### src/sril_defines.svh
// Constants for the start/restart interlock block
`ifndef SRIL_DEFINES_SVH
`define SRIL_DEFINES_SVH
`define SRIL_CLK_MHZ          200
`define SRIL_PRESS_MIN_MS     120
`define SRIL_PRESS_MAX_MS     4000
`define SRIL_PRESS_MIN_CYC    (`SRIL_PRESS_MIN_MS * 1000 * `SRIL_CLK_MHZ)
`define SRIL_PRESS_MAX_CYC    (`SRIL_PRESS_MAX_MS * 1000 * `SRIL_CLK_MHZ)
`define SRIL_BANK_W           4
`define SRIL_NUM_BANKS        10
`define SRIL_SPEED_W          16
`define SRIL_RESP_W           24
`define SRIL_RES_30           3'h0
`define SRIL_RES_40           3'h1
`define SRIL_RES_50           3'h2
`define SRIL_RES_60           3'h3
`define SRIL_RES_70           3'h4
`define SRIL_RES_150          3'h5
`endif

### src/sril_pkg.sv
// Types for the start/restart interlock block
`default_nettype none
package sril_pkg;
  typedef enum logic [1:0]
  {
    SRIL_AUTO      = 2'b00,
    SRIL_START_LCK = 2'b01,
    SRIL_FULL_LCK  = 2'b10
  } sril_mode_e;
  typedef enum logic [1:0]
  {
    SRIL_ST_LOCKED  = 2'b00,
    SRIL_ST_ON      = 2'b01,
    SRIL_ST_WAITFREE= 2'b10
  } sril_state_e;
  typedef logic [2:0] sril_res_t;
endpackage
`default_nettype wire

### src/sril_interlock.sv
// Start/restart interlock with per-bank safety parameters
//
// Summary of operation
// - One resolution code per bank, values 30 to 150 mm.
// - One vehicle speed limit per bank, shared by its field pairs.
// - Signals off 5 clocks after field violation; bank response time is only passed out.
// - One start-up mode per bank: auto, start lock, full lock.
// - Auto mode enables at power-up and on field free, no reset.
// - Start lock mode stays off after power-up until valid reset.
// - Start lock mode re-enables automatically once field is free.
// - Pending lock released only by press held 0.12 s to 4 s.
// - Full lock mode stays off after violation until valid reset.
// - Interlock modes never enable automatically at switch-on.
// - Full lock needs reset both at power-up and after clearing.
// - Field violation drops the function A field-clear signal.
`timescale 1ns/1ps
`default_nettype none
`include "sril_defines.svh"
module sril_interlock
#(
  parameter int NUM_BANKS = `SRIL_NUM_BANKS,
  parameter int PRESS_MIN = `SRIL_PRESS_MIN_CYC,
  parameter int PRESS_MAX = `SRIL_PRESS_MAX_CYC
)
(
  input  wire logic                                 clock,
  input  wire logic                                 reset_n,
  input  wire logic [`SRIL_BANK_W-1:0]             bankSel,
  input  wire logic [NUM_BANKS*2-1:0]              bankModeCfg,
  input  wire logic [NUM_BANKS*3-1:0]              bankResCfg,
  input  wire logic [NUM_BANKS*`SRIL_SPEED_W-1:0]  bankSpeedCfg,
  input  wire logic [NUM_BANKS*`SRIL_RESP_W-1:0]   bankRespCfg,
  input  wire logic                                 fieldViolated,
  input  wire logic                                 resetButton,
  output var  logic                                 func_a_field_clear,
  output var  logic                                 start_restart_lock,
  output var  sril_pkg::sril_res_t                  activeRes,
  output var  logic [`SRIL_SPEED_W-1:0]            vehicle_speed_limit,
  output var  logic [`SRIL_RESP_W-1:0]             respTimeCyc
);
  import sril_pkg::*;

  ////////////////////////////////////////////////////////////////////////////
  // Pin synchronisers
  logic [2:0] btnSync_q;
  logic [2:0] fldSync_q;
  logic       btn_q;
  logic       fld_q;
  always_ff @(posedge clock)
  begin
    if (!reset_n)
    begin
      btnSync_q <= 3'h0;
      fldSync_q <= 3'h7;
      btn_q     <= 1'b0;
      fld_q     <= 1'b1;
    end
    else
    begin
      btnSync_q <= {btnSync_q[1:0], resetButton};
      fldSync_q <= {fldSync_q[1:0], fieldViolated};
      if (btnSync_q[1] == btnSync_q[2])
        btn_q <= btnSync_q[2];
      if (fldSync_q[1] == fldSync_q[2])
        fld_q <= fldSync_q[2];
    end
  end

  ////////////////////////////////////////////////////////////////////////////
  // Bank parameter selection
  logic [`SRIL_BANK_W-1:0] bankIdx;
  assign bankIdx = (int'(bankSel) < NUM_BANKS) ? bankSel : '0;
  sril_mode_e mode;
  always_comb
  begin
    case (bankModeCfg[bankIdx*2 +: 2])
      2'b00:   mode = SRIL_AUTO;
      2'b01:   mode = SRIL_START_LCK;
      default: mode = SRIL_FULL_LCK;
    endcase
  end
  always_ff @(posedge clock)
  begin
    if (!reset_n)
    begin
      activeRes           <= `SRIL_RES_30;
      vehicle_speed_limit <= '0;
      respTimeCyc         <= '0;
    end
    else
    begin
      activeRes           <= bankResCfg[bankIdx*3 +: 3];
      vehicle_speed_limit <= bankSpeedCfg[bankIdx*`SRIL_SPEED_W +: `SRIL_SPEED_W];
      respTimeCyc         <= bankRespCfg[bankIdx*`SRIL_RESP_W +: `SRIL_RESP_W];
    end
  end

  ////////////////////////////////////////////////////////////////////////////
  // Reset button press timing
  logic [31:0] pressCnt_q;
  logic        btnPrev_q;
  logic        validPress_q;
  always_ff @(posedge clock)
  begin
    if (!reset_n)
    begin
      pressCnt_q   <= 32'h0000_0000;
      btnPrev_q    <= 1'b0;
      validPress_q <= 1'b0;
    end
    else
    begin
      btnPrev_q    <= btn_q;
      validPress_q <= 1'b0;
      if (btn_q)
      begin
        if (pressCnt_q <= 32'(PRESS_MAX))
          pressCnt_q <= pressCnt_q + 32'h0000_0001;
      end
      else
      begin
        pressCnt_q <= 32'h0000_0000;
        if (btnPrev_q && pressCnt_q >= 32'(PRESS_MIN) && pressCnt_q <= 32'(PRESS_MAX))
          validPress_q <= 1'b1;
      end
    end
  end

  ////////////////////////////////////////////////////////////////////////////
  // Interlock state machine
  sril_state_e state_q;
  always_ff @(posedge clock)
  begin
    if (!reset_n)
      state_q <= SRIL_ST_LOCKED;
    else
    begin
      case (state_q)
        SRIL_ST_LOCKED:
        begin
          if (mode == SRIL_AUTO && !fld_q)
            state_q <= SRIL_ST_ON;
          else if (mode != SRIL_AUTO && validPress_q && !fld_q)
            state_q <= SRIL_ST_ON;
        end
        SRIL_ST_ON:
        begin
          if (fld_q)
            state_q <= (mode == SRIL_FULL_LCK) ? SRIL_ST_LOCKED : SRIL_ST_WAITFREE;
        end
        SRIL_ST_WAITFREE:
        begin
          if (mode == SRIL_FULL_LCK)
            state_q <= SRIL_ST_LOCKED;
          else if (!fld_q)
            state_q <= SRIL_ST_ON;
        end
        default: state_q <= SRIL_ST_LOCKED;
      endcase
    end
  end

  ////////////////////////////////////////////////////////////////////////////
  // Outputs
  always_ff @(posedge clock)
  begin
    if (!reset_n)
    begin
      func_a_field_clear <= 1'b0;
      start_restart_lock <= 1'b1;
    end
    else
    begin
      func_a_field_clear <= (state_q == SRIL_ST_ON) && !fld_q;
      start_restart_lock <= (state_q == SRIL_ST_LOCKED);
    end
  end

  ////////////////////////////////////////////////////////////////////////////
  // Assertions
  violation_off_a: assert property (@(posedge clock) disable iff (!reset_n)
    fld_q |=> !func_a_field_clear) else $error("Signal on during violation");
  resp_time_a: assert property (@(posedge clock) disable iff (!reset_n)
    $rose(fld_q) |-> ##[1:2] !func_a_field_clear) else $error("Late switch-off");
  full_relock_a: assert property (@(posedge clock) disable iff (!reset_n)
    (state_q == SRIL_ST_ON && fld_q && mode == SRIL_FULL_LCK) |=> state_q == SRIL_ST_LOCKED)
    else $error("Full lock did not relock");
  lock_needs_press_a: assert property (@(posedge clock) disable iff (!reset_n)
    (state_q == SRIL_ST_LOCKED && mode != SRIL_AUTO && !validPress_q) |=> state_q != SRIL_ST_ON)
    else $error("Interlock released without press");
  auto_start_a: assert property (@(posedge clock) disable iff (!reset_n)
    (state_q == SRIL_ST_LOCKED && mode == SRIL_AUTO && !fld_q) |=> state_q == SRIL_ST_ON)
    else $error("Auto mode did not start");
  auto_restart_a: assert property (@(posedge clock) disable iff (!reset_n)
    (state_q == SRIL_ST_WAITFREE && mode == SRIL_START_LCK && !fld_q) |=> state_q == SRIL_ST_ON)
    else $error("Start lock mode did not restart");
  press_window_a: assert property (@(posedge clock) disable iff (!reset_n)
    validPress_q |-> $past(pressCnt_q) >= 32'(PRESS_MIN) && $past(pressCnt_q) <= 32'(PRESS_MAX))
    else $error("Press accepted outside window");
  long_press_a: assert property (@(posedge clock) disable iff (!reset_n)
    ($fell(btn_q) && $past(pressCnt_q) > 32'(PRESS_MAX)) |=> !validPress_q)
    else $error("Overlong press accepted");
  lock_output_a: assert property (@(posedge clock) disable iff (!reset_n)
    start_restart_lock |-> !func_a_field_clear) else $error("Locked yet clear");
  res_select_a: assert property (@(posedge clock) disable iff (!reset_n)
    $past(reset_n) && $stable(bankSel) && $stable(bankResCfg)
    |-> activeRes == bankResCfg[bankIdx*3 +: 3])
    else $error("Resolution not from bank");
  speed_select_a: assert property (@(posedge clock) disable iff (!reset_n)
    $past(reset_n) && $stable(bankSel) && $stable(bankSpeedCfg)
    |-> vehicle_speed_limit == bankSpeedCfg[bankIdx*`SRIL_SPEED_W +: `SRIL_SPEED_W])
    else $error("Speed not from bank");
  mode_one_a: assert property (@(posedge clock) disable iff (!reset_n)
    (state_q == SRIL_ST_WAITFREE && mode == SRIL_FULL_LCK) |=> state_q == SRIL_ST_LOCKED)
    else $error("Bank mode not applied");
  press_release_c: cover property (@(posedge clock) disable iff (!reset_n)
    state_q == SRIL_ST_LOCKED ##1 validPress_q ##1 state_q == SRIL_ST_ON);
  auto_restart_c: cover property (@(posedge clock) disable iff (!reset_n)
    state_q == SRIL_ST_WAITFREE ##1 state_q == SRIL_ST_ON);
  full_relock_c: cover property (@(posedge clock) disable iff (!reset_n)
    state_q == SRIL_ST_ON ##1 state_q == SRIL_ST_LOCKED);
endmodule
`default_nettype wire

### config.mk
export PLATFORM = sky130hd
export DESIGN_NAME = sril_interlock
export DESIGN_NICKNAME = d
export VERILOG_FILES = /design/src/sril_pkg.sv /design/src/sril_interlock.sv
export VERILOG_INCLUDE_DIRS = /design/src
export SDC_FILE = /design/constraint.sdc
export NUM_CORES = 1
export LEC_CHECK = 0
export ABC_AREA = 1
export CAP_MARGIN = 20
export CELL_PAD_IN_SITES_DETAIL_PLACEMENT = 1
export CELL_PAD_IN_SITES_GLOBAL_PLACEMENT = 1
export CORE_AREA = 5 5 193 195
export DETAILED_ROUTE_END_ITERATION = 8
export DIE_AREA = 0 0 198 200
export DONT_BUFFER_PORTS = 1
export GPL_ROUTABILITY_DRIVEN = 1
export GPL_TIMING_DRIVEN = 0
export PLACE_DENSITY = 0.51
export SLEW_MARGIN = 0
export SYNTH_ARGS = -nofsm -noshare
export SYNTH_HDL_FRONTEND = slang
export SYNTH_SLANG_ARGS = --single-unit
### constraint.sdc
create_clock -name clock -period 2.56 [get_ports clock]
set_clock_uncertainty 0.15 [all_clocks]
set_input_delay 0.256 -clock clock [delete_from_list [all_inputs] [get_ports clock]]
set_output_delay 0.256 -clock clock [all_outputs]
set_load 0.02 [all_outputs]
* Yosys cells after proc, flatten, opt, wreduce, memory -nomap -nowiden
Index checks and enable logic that the tools add are counted.
** Operators by class
- Add/subtract/negate cells :: 1
- Multipliers :: 2
- Order comparisons :: 3
- Equality and inequality tests :: 9
- Shift-type cells :: 4
- Mux-type cells :: 10
- Bitwise logic cells :: 1
- Reductions and logical operators :: 14
** Operator list (number)
- $shiftx A240 B10 Y24 :: 1
- $shiftx A160 B9 Y16 :: 1
- $add A32 B1 Y32 const B :: 1
- $ge A32 B25 Y1 const B :: 1
- $le A32 B30 Y1 const B :: 1
- $shiftx A30 B7 Y3 :: 1
- $shiftx A20 B6 Y2 :: 1
- $mul A4 B2 Y6 const B :: 2
- $mux W2 :: 6
- $logic_and A1 B1 Y1 :: 6
- $logic_not A2 Y1 :: 3
- $ne A3 B3 Y1 const B :: 2
- $pmux W2 S3 :: 1
- $eq A2 B1 Y1 const B :: 2
- $eq A2 B2 Y1 const B :: 2
- $lt A4 B4 Y1 const B :: 1
- $mux W4 :: 1
- $pmux W2 S2 :: 1
- $reduce_and A3 Y1 :: 1
- $eq A1 B1 Y1 :: 2
- $ne A2 B2 Y1 const B :: 1
- $reduce_and A2 Y1 :: 1
- $reduce_bool A2 Y1 :: 1
- $reduce_or A2 Y1 :: 1
- 3 further kinds :: 3
** Storage, ports and cells
- Bits in registers :: 89
- Input bits :: 458
- Output and inout port bits :: 45
- Logic and storage cells :: 57

* Longest topological paths before layout
- Word-level depth :: 11
- Gate-level depth with buffers :: 13

* Least setup slack after synthesis
Ideal clock, no wire load.
- Kind :: register -> register
- Start :: reg pressCnt_q[0]
- End :: reg pressCnt_q[24]
- Library setup time :: 70 ps
- Arrival :: 1496 ps
- Data required time :: 2340 ps
- Path slack :: 844 ps
- Cell stages (with the launch flop) :: 9
- Buffers on the path :: 0
- Clock period less this slack :: 1716 ps
- Cells stage by stage :: dfxtp_1 ha_1 nand3_1 inv_2 nand2_1 nor4_1 xor2_1 nand2_2 a21oi_2
** On the way
- Longest elaborated chain between the ends :: 1
- Elaborated cells between the ends (all ways) :: 2
- Classes of those cells :: add/sub (1); order compare (1)
** RTL lines
- start, declared :: line sril_interlock.sv:100 : logic [31:0] pressCnt_q;
- start signal, assigned :: line sril_interlock.sv:118 : pressCnt_q <= pressCnt_q + 32'h0000_0001;
- $add A32 B1 Y32 / $le A32 B30 Y1 (equally long branches) :: line sril_interlock.sv:118, sril_interlock.sv:117
Several ways; a longest one is shown, not always the timed one.
A chain may end at the register's enable or synchronous reset.

* Final worst setup path
- Start :: in bankSel[3]
- End :: reg vehicle_speed_limit[5]
** On the way
- Longest elaborated chain between the ends :: 3
** RTL lines
- start, declared :: line sril_interlock.sv:28 : input wire logic [`SRIL_BANK_W-1:0] bankSel,
- $lt A4 B4 Y1 :: line sril_interlock.sv:72 : assign bankIdx = (int'(bankSel) < NUM_BANKS) ? bankSel : '0;
- $mux W4 * :: line sril_interlock.sv:72
- $shiftx A160 B9 Y16 * :: line sril_interlock.sv:93 : vehicle_speed_limit <= bankSpeedCfg[bankIdx*`SRIL_SPEED_W +: `SRIL_SPEED_W];
- end signal, assigned :: line sril_interlock.sv:93
- end, declared :: line sril_interlock.sv:38 : output var logic [`SRIL_SPEED_W-1:0] vehicle_speed_limit,
Mark *: on every way between the ends. The rest lies on a longest branch, timed or not.

==> impl_metrics.toml <==
[drt]
viasPerCell = 5.57
wl_um = 51400
avgRoutedWirePerCell_um = 31.7
antenna_left = 0
route.detailed.drc = 0
drt_iter0_markers = 506
dr_total_vias = 9045
firstDrtPassIters = 4

[die]
die_y_um = 200
initial_utilization_pct = 20.5
row_count = 69
placeableCoreArea_um2 = 35200
io_pins = 503
die_w_um = 198
die_area_um2 = 39600

[worst_hold_path]
min_path_type = "input pin to flop"
min_path_cells = 2
min_from = "bankRespCfg[214]"

[grt]
antenna_found_initial = 19
grt_overflow_total = 0
grt_max_degree = 16
grt_pass1_vias = 9576
grt_use_total_pct = 24.9
grt_pass1_wl_um = 70600

[sta]
layout_setup_ws_ns = 0.208
final_hold_viol_count = 0
fin_crit_sh_pct = 91.9
finalSetupViolations = 0
timing.fmax_mhz = 425
worst_pin_slew_ns = 0.847
final.setup.tns_ns = 0
rsz0062_at_grt = "no"
slew_viol_final = 0
slew_headroom_pct = 43.5
min_period_ns = 2.35

[clock_tree]
cts_hold_buffers = 27
h-tree-depth = 3
cts_resized = 0
clk-insertion-delay-late_ns = 0.37
post_cts_buffers = 0
clockBufferDepth = 2
clk_pin_slew_ns = 0.07
clock_sinks = 89
root_buffer = "clkbuf_16"
cts_inserted_buffers = 9
cts_tree = "done"

[logic_synthesis]
synth_warnings = 0
ys_seq_elements = 89
syn_avg_cell_area_um2 = 6.50
synthCells = 1114
synth_cell_types = 38
syn_nets = 1574
ys_seq_area_share_pct = 24.6
syn_area_um2 = 7240

[finish]
area_delta_synth_final_pct = 16.6
finalNetCount = 1612
layout_common_cells = "nor2_1, o221ai_1, nand3_1"
final_common_cell = "nor2_1"
final_area_um2 = 8440
layout-drive-gt1-share_pct = 12.3
fin_util_pct = 24.0

[job]
maxCapViolations = 0

[power_and_ir_drop]
power_frac_seq_pct = 38.7
p_leak_nw = 2.85
p_total_mw = 4.16
p_clk_share_pct = 39.2
p_int_mw = 2.71
peakVddDrop_mv = 0.330
swShare_pct = 34.9
combPwrFrac_pct = 22.1
power_density_nw_per_um2 = 492
p_sw_mw = 1.45

[setup_path]
worstPathArrival_ns = 2.44
reg2regPathDepth = 8
worstSetupEndpointType = "flop"
reg2reg_from = "pressCnt_q[0]"
cp-start-kind = "input pin"
cp_max_fo = 10
cp.required_ns = 2.64
crit_start = "bankSel[3]"
critPathKind = "input pin to flop"

[run_status]
status = "complete, no violations"

[place]
placed_cell_area_um2 = 7820
preCtsSetupSlack_ns = -0.192
gp_congestion = 0.918
port_buffers = 0
dpl.hpwl_um = 42800
-- critical path: stages --
cell and delay (ns):
inv_2 0.06, nand2_2 0.23, inv_2 0.33, buf_2 0.37
buf_2 0.33, o221ai_1 0.23, nand3_1 0.13, nand3_1 0.09
a21oi_1 0.38
-- through the flow --
stage	hold WS [ns]	instances
2_1_floorplan	0.204	1114
3_3_place_gp	0.211	1575
3_5_place_dp	0.211	1575
4_1_cts	0.000251	1618
5_1_grt	0.0166	1623
6_report	0.0113	1624
-- metal layers --
metal  part of all wire, %  wire, um  GRT usage, %  up-vias
met1                    38     19600          28.1     4432
met2                    51     26200          45.6      427
met5                  0.15        75             0        -
met4                   3.2      1650          8.57       12
li1                      -         -             -     4085
met3                   7.4      3830          6.51       89
-- cell usage after synthesis (all sizes together) --
cell / count / area, um^2
nand4: 13 / 81.3
o221ai: 129 / 1130
xor2: 17 / 149
nor3: 13 / 70.1
clkbuf: 44 / 165
a21oi: 80 / 483
buf: 57 / 342
ha: 2 / 25.0
clkinv: 3 / 11.3
o21bai: 1 / 7.51
nor4b: 1 / 15.0
or2: 3 / 18.8
nor4: 6 / 43.8
inv: 43 / 161
nand3b: 1 / 7.51
o21ai: 136 / 692
xnor2: 5 / 43.8
nand2: 122 / 533
nor2: 230 / 871
o2111ai: 1 / 8.76
nand3: 117 / 591
o211ai: 1 / 7.51
dfxtp: 89 / 1780
-- flip-flops by register name, summed over array words and instances, names as in the netlist --
register,count
respTimeCyc,24
state_q,2
func_a_field_clear,1
pressCnt_q,32
activeRes,3
btnSync_q,3
vehicle_speed_limit,16
validPress_q,1
fldSync_q,3
fld_q,1
start_restart_lock,1
btn_q,1
btnPrev_q,1
-- area by class of cell --
cell class              instances  area [um^2]
fillers                      4424        26800
multi-input cells             878         4780
flip-flops and latches         89         1780
well taps                     461          577
plain buffers                 101          507
repair buffers                 27          270
clock buffers                   9          225
inverters                      46          173
clock inverters                 7          116
diodes                          6         15.0
-- cell families (layout without fill, tap and decap cells) --
group / after synthesis / after routing / share of synthesized area (%)
AOI/OAI and AO/OA: 348 / 348 / 32.2
DFF: 89 / 89 / 24.6
adders and majority gates: 2 / 2 / 0.346
xor gates and xnor gates: 22 / 22 / 2.66
buffers and inverters: 147 / 190 / 9.39
and+or+nand+nor: 506 / 506 / 30.8
other: 0 / 6 / 0
-- path summary, 6_finish.rpt --
path,to,slack [ns]
worst max-delay path,vehicle_speed_limit[5],0.21
worst min-delay path,respTimeCyc[22],0.01
worst max register to register,pressCnt_q[24],0.31
worst min register to register,btnSync_q[1],0.27
-- power by group through the flow --
stage               sequential, mW  combinational (mW)  clock [mW]
finish                        1.61               0.918        1.63
global route                  1.61               0.997        1.74
CTS                           1.61               0.920        1.70
detailed placement            1.65               0.881           0
global placement              1.65               0.864           0
floorplan                     1.59               0.554           0
Power figures use the tool's default switching activity.
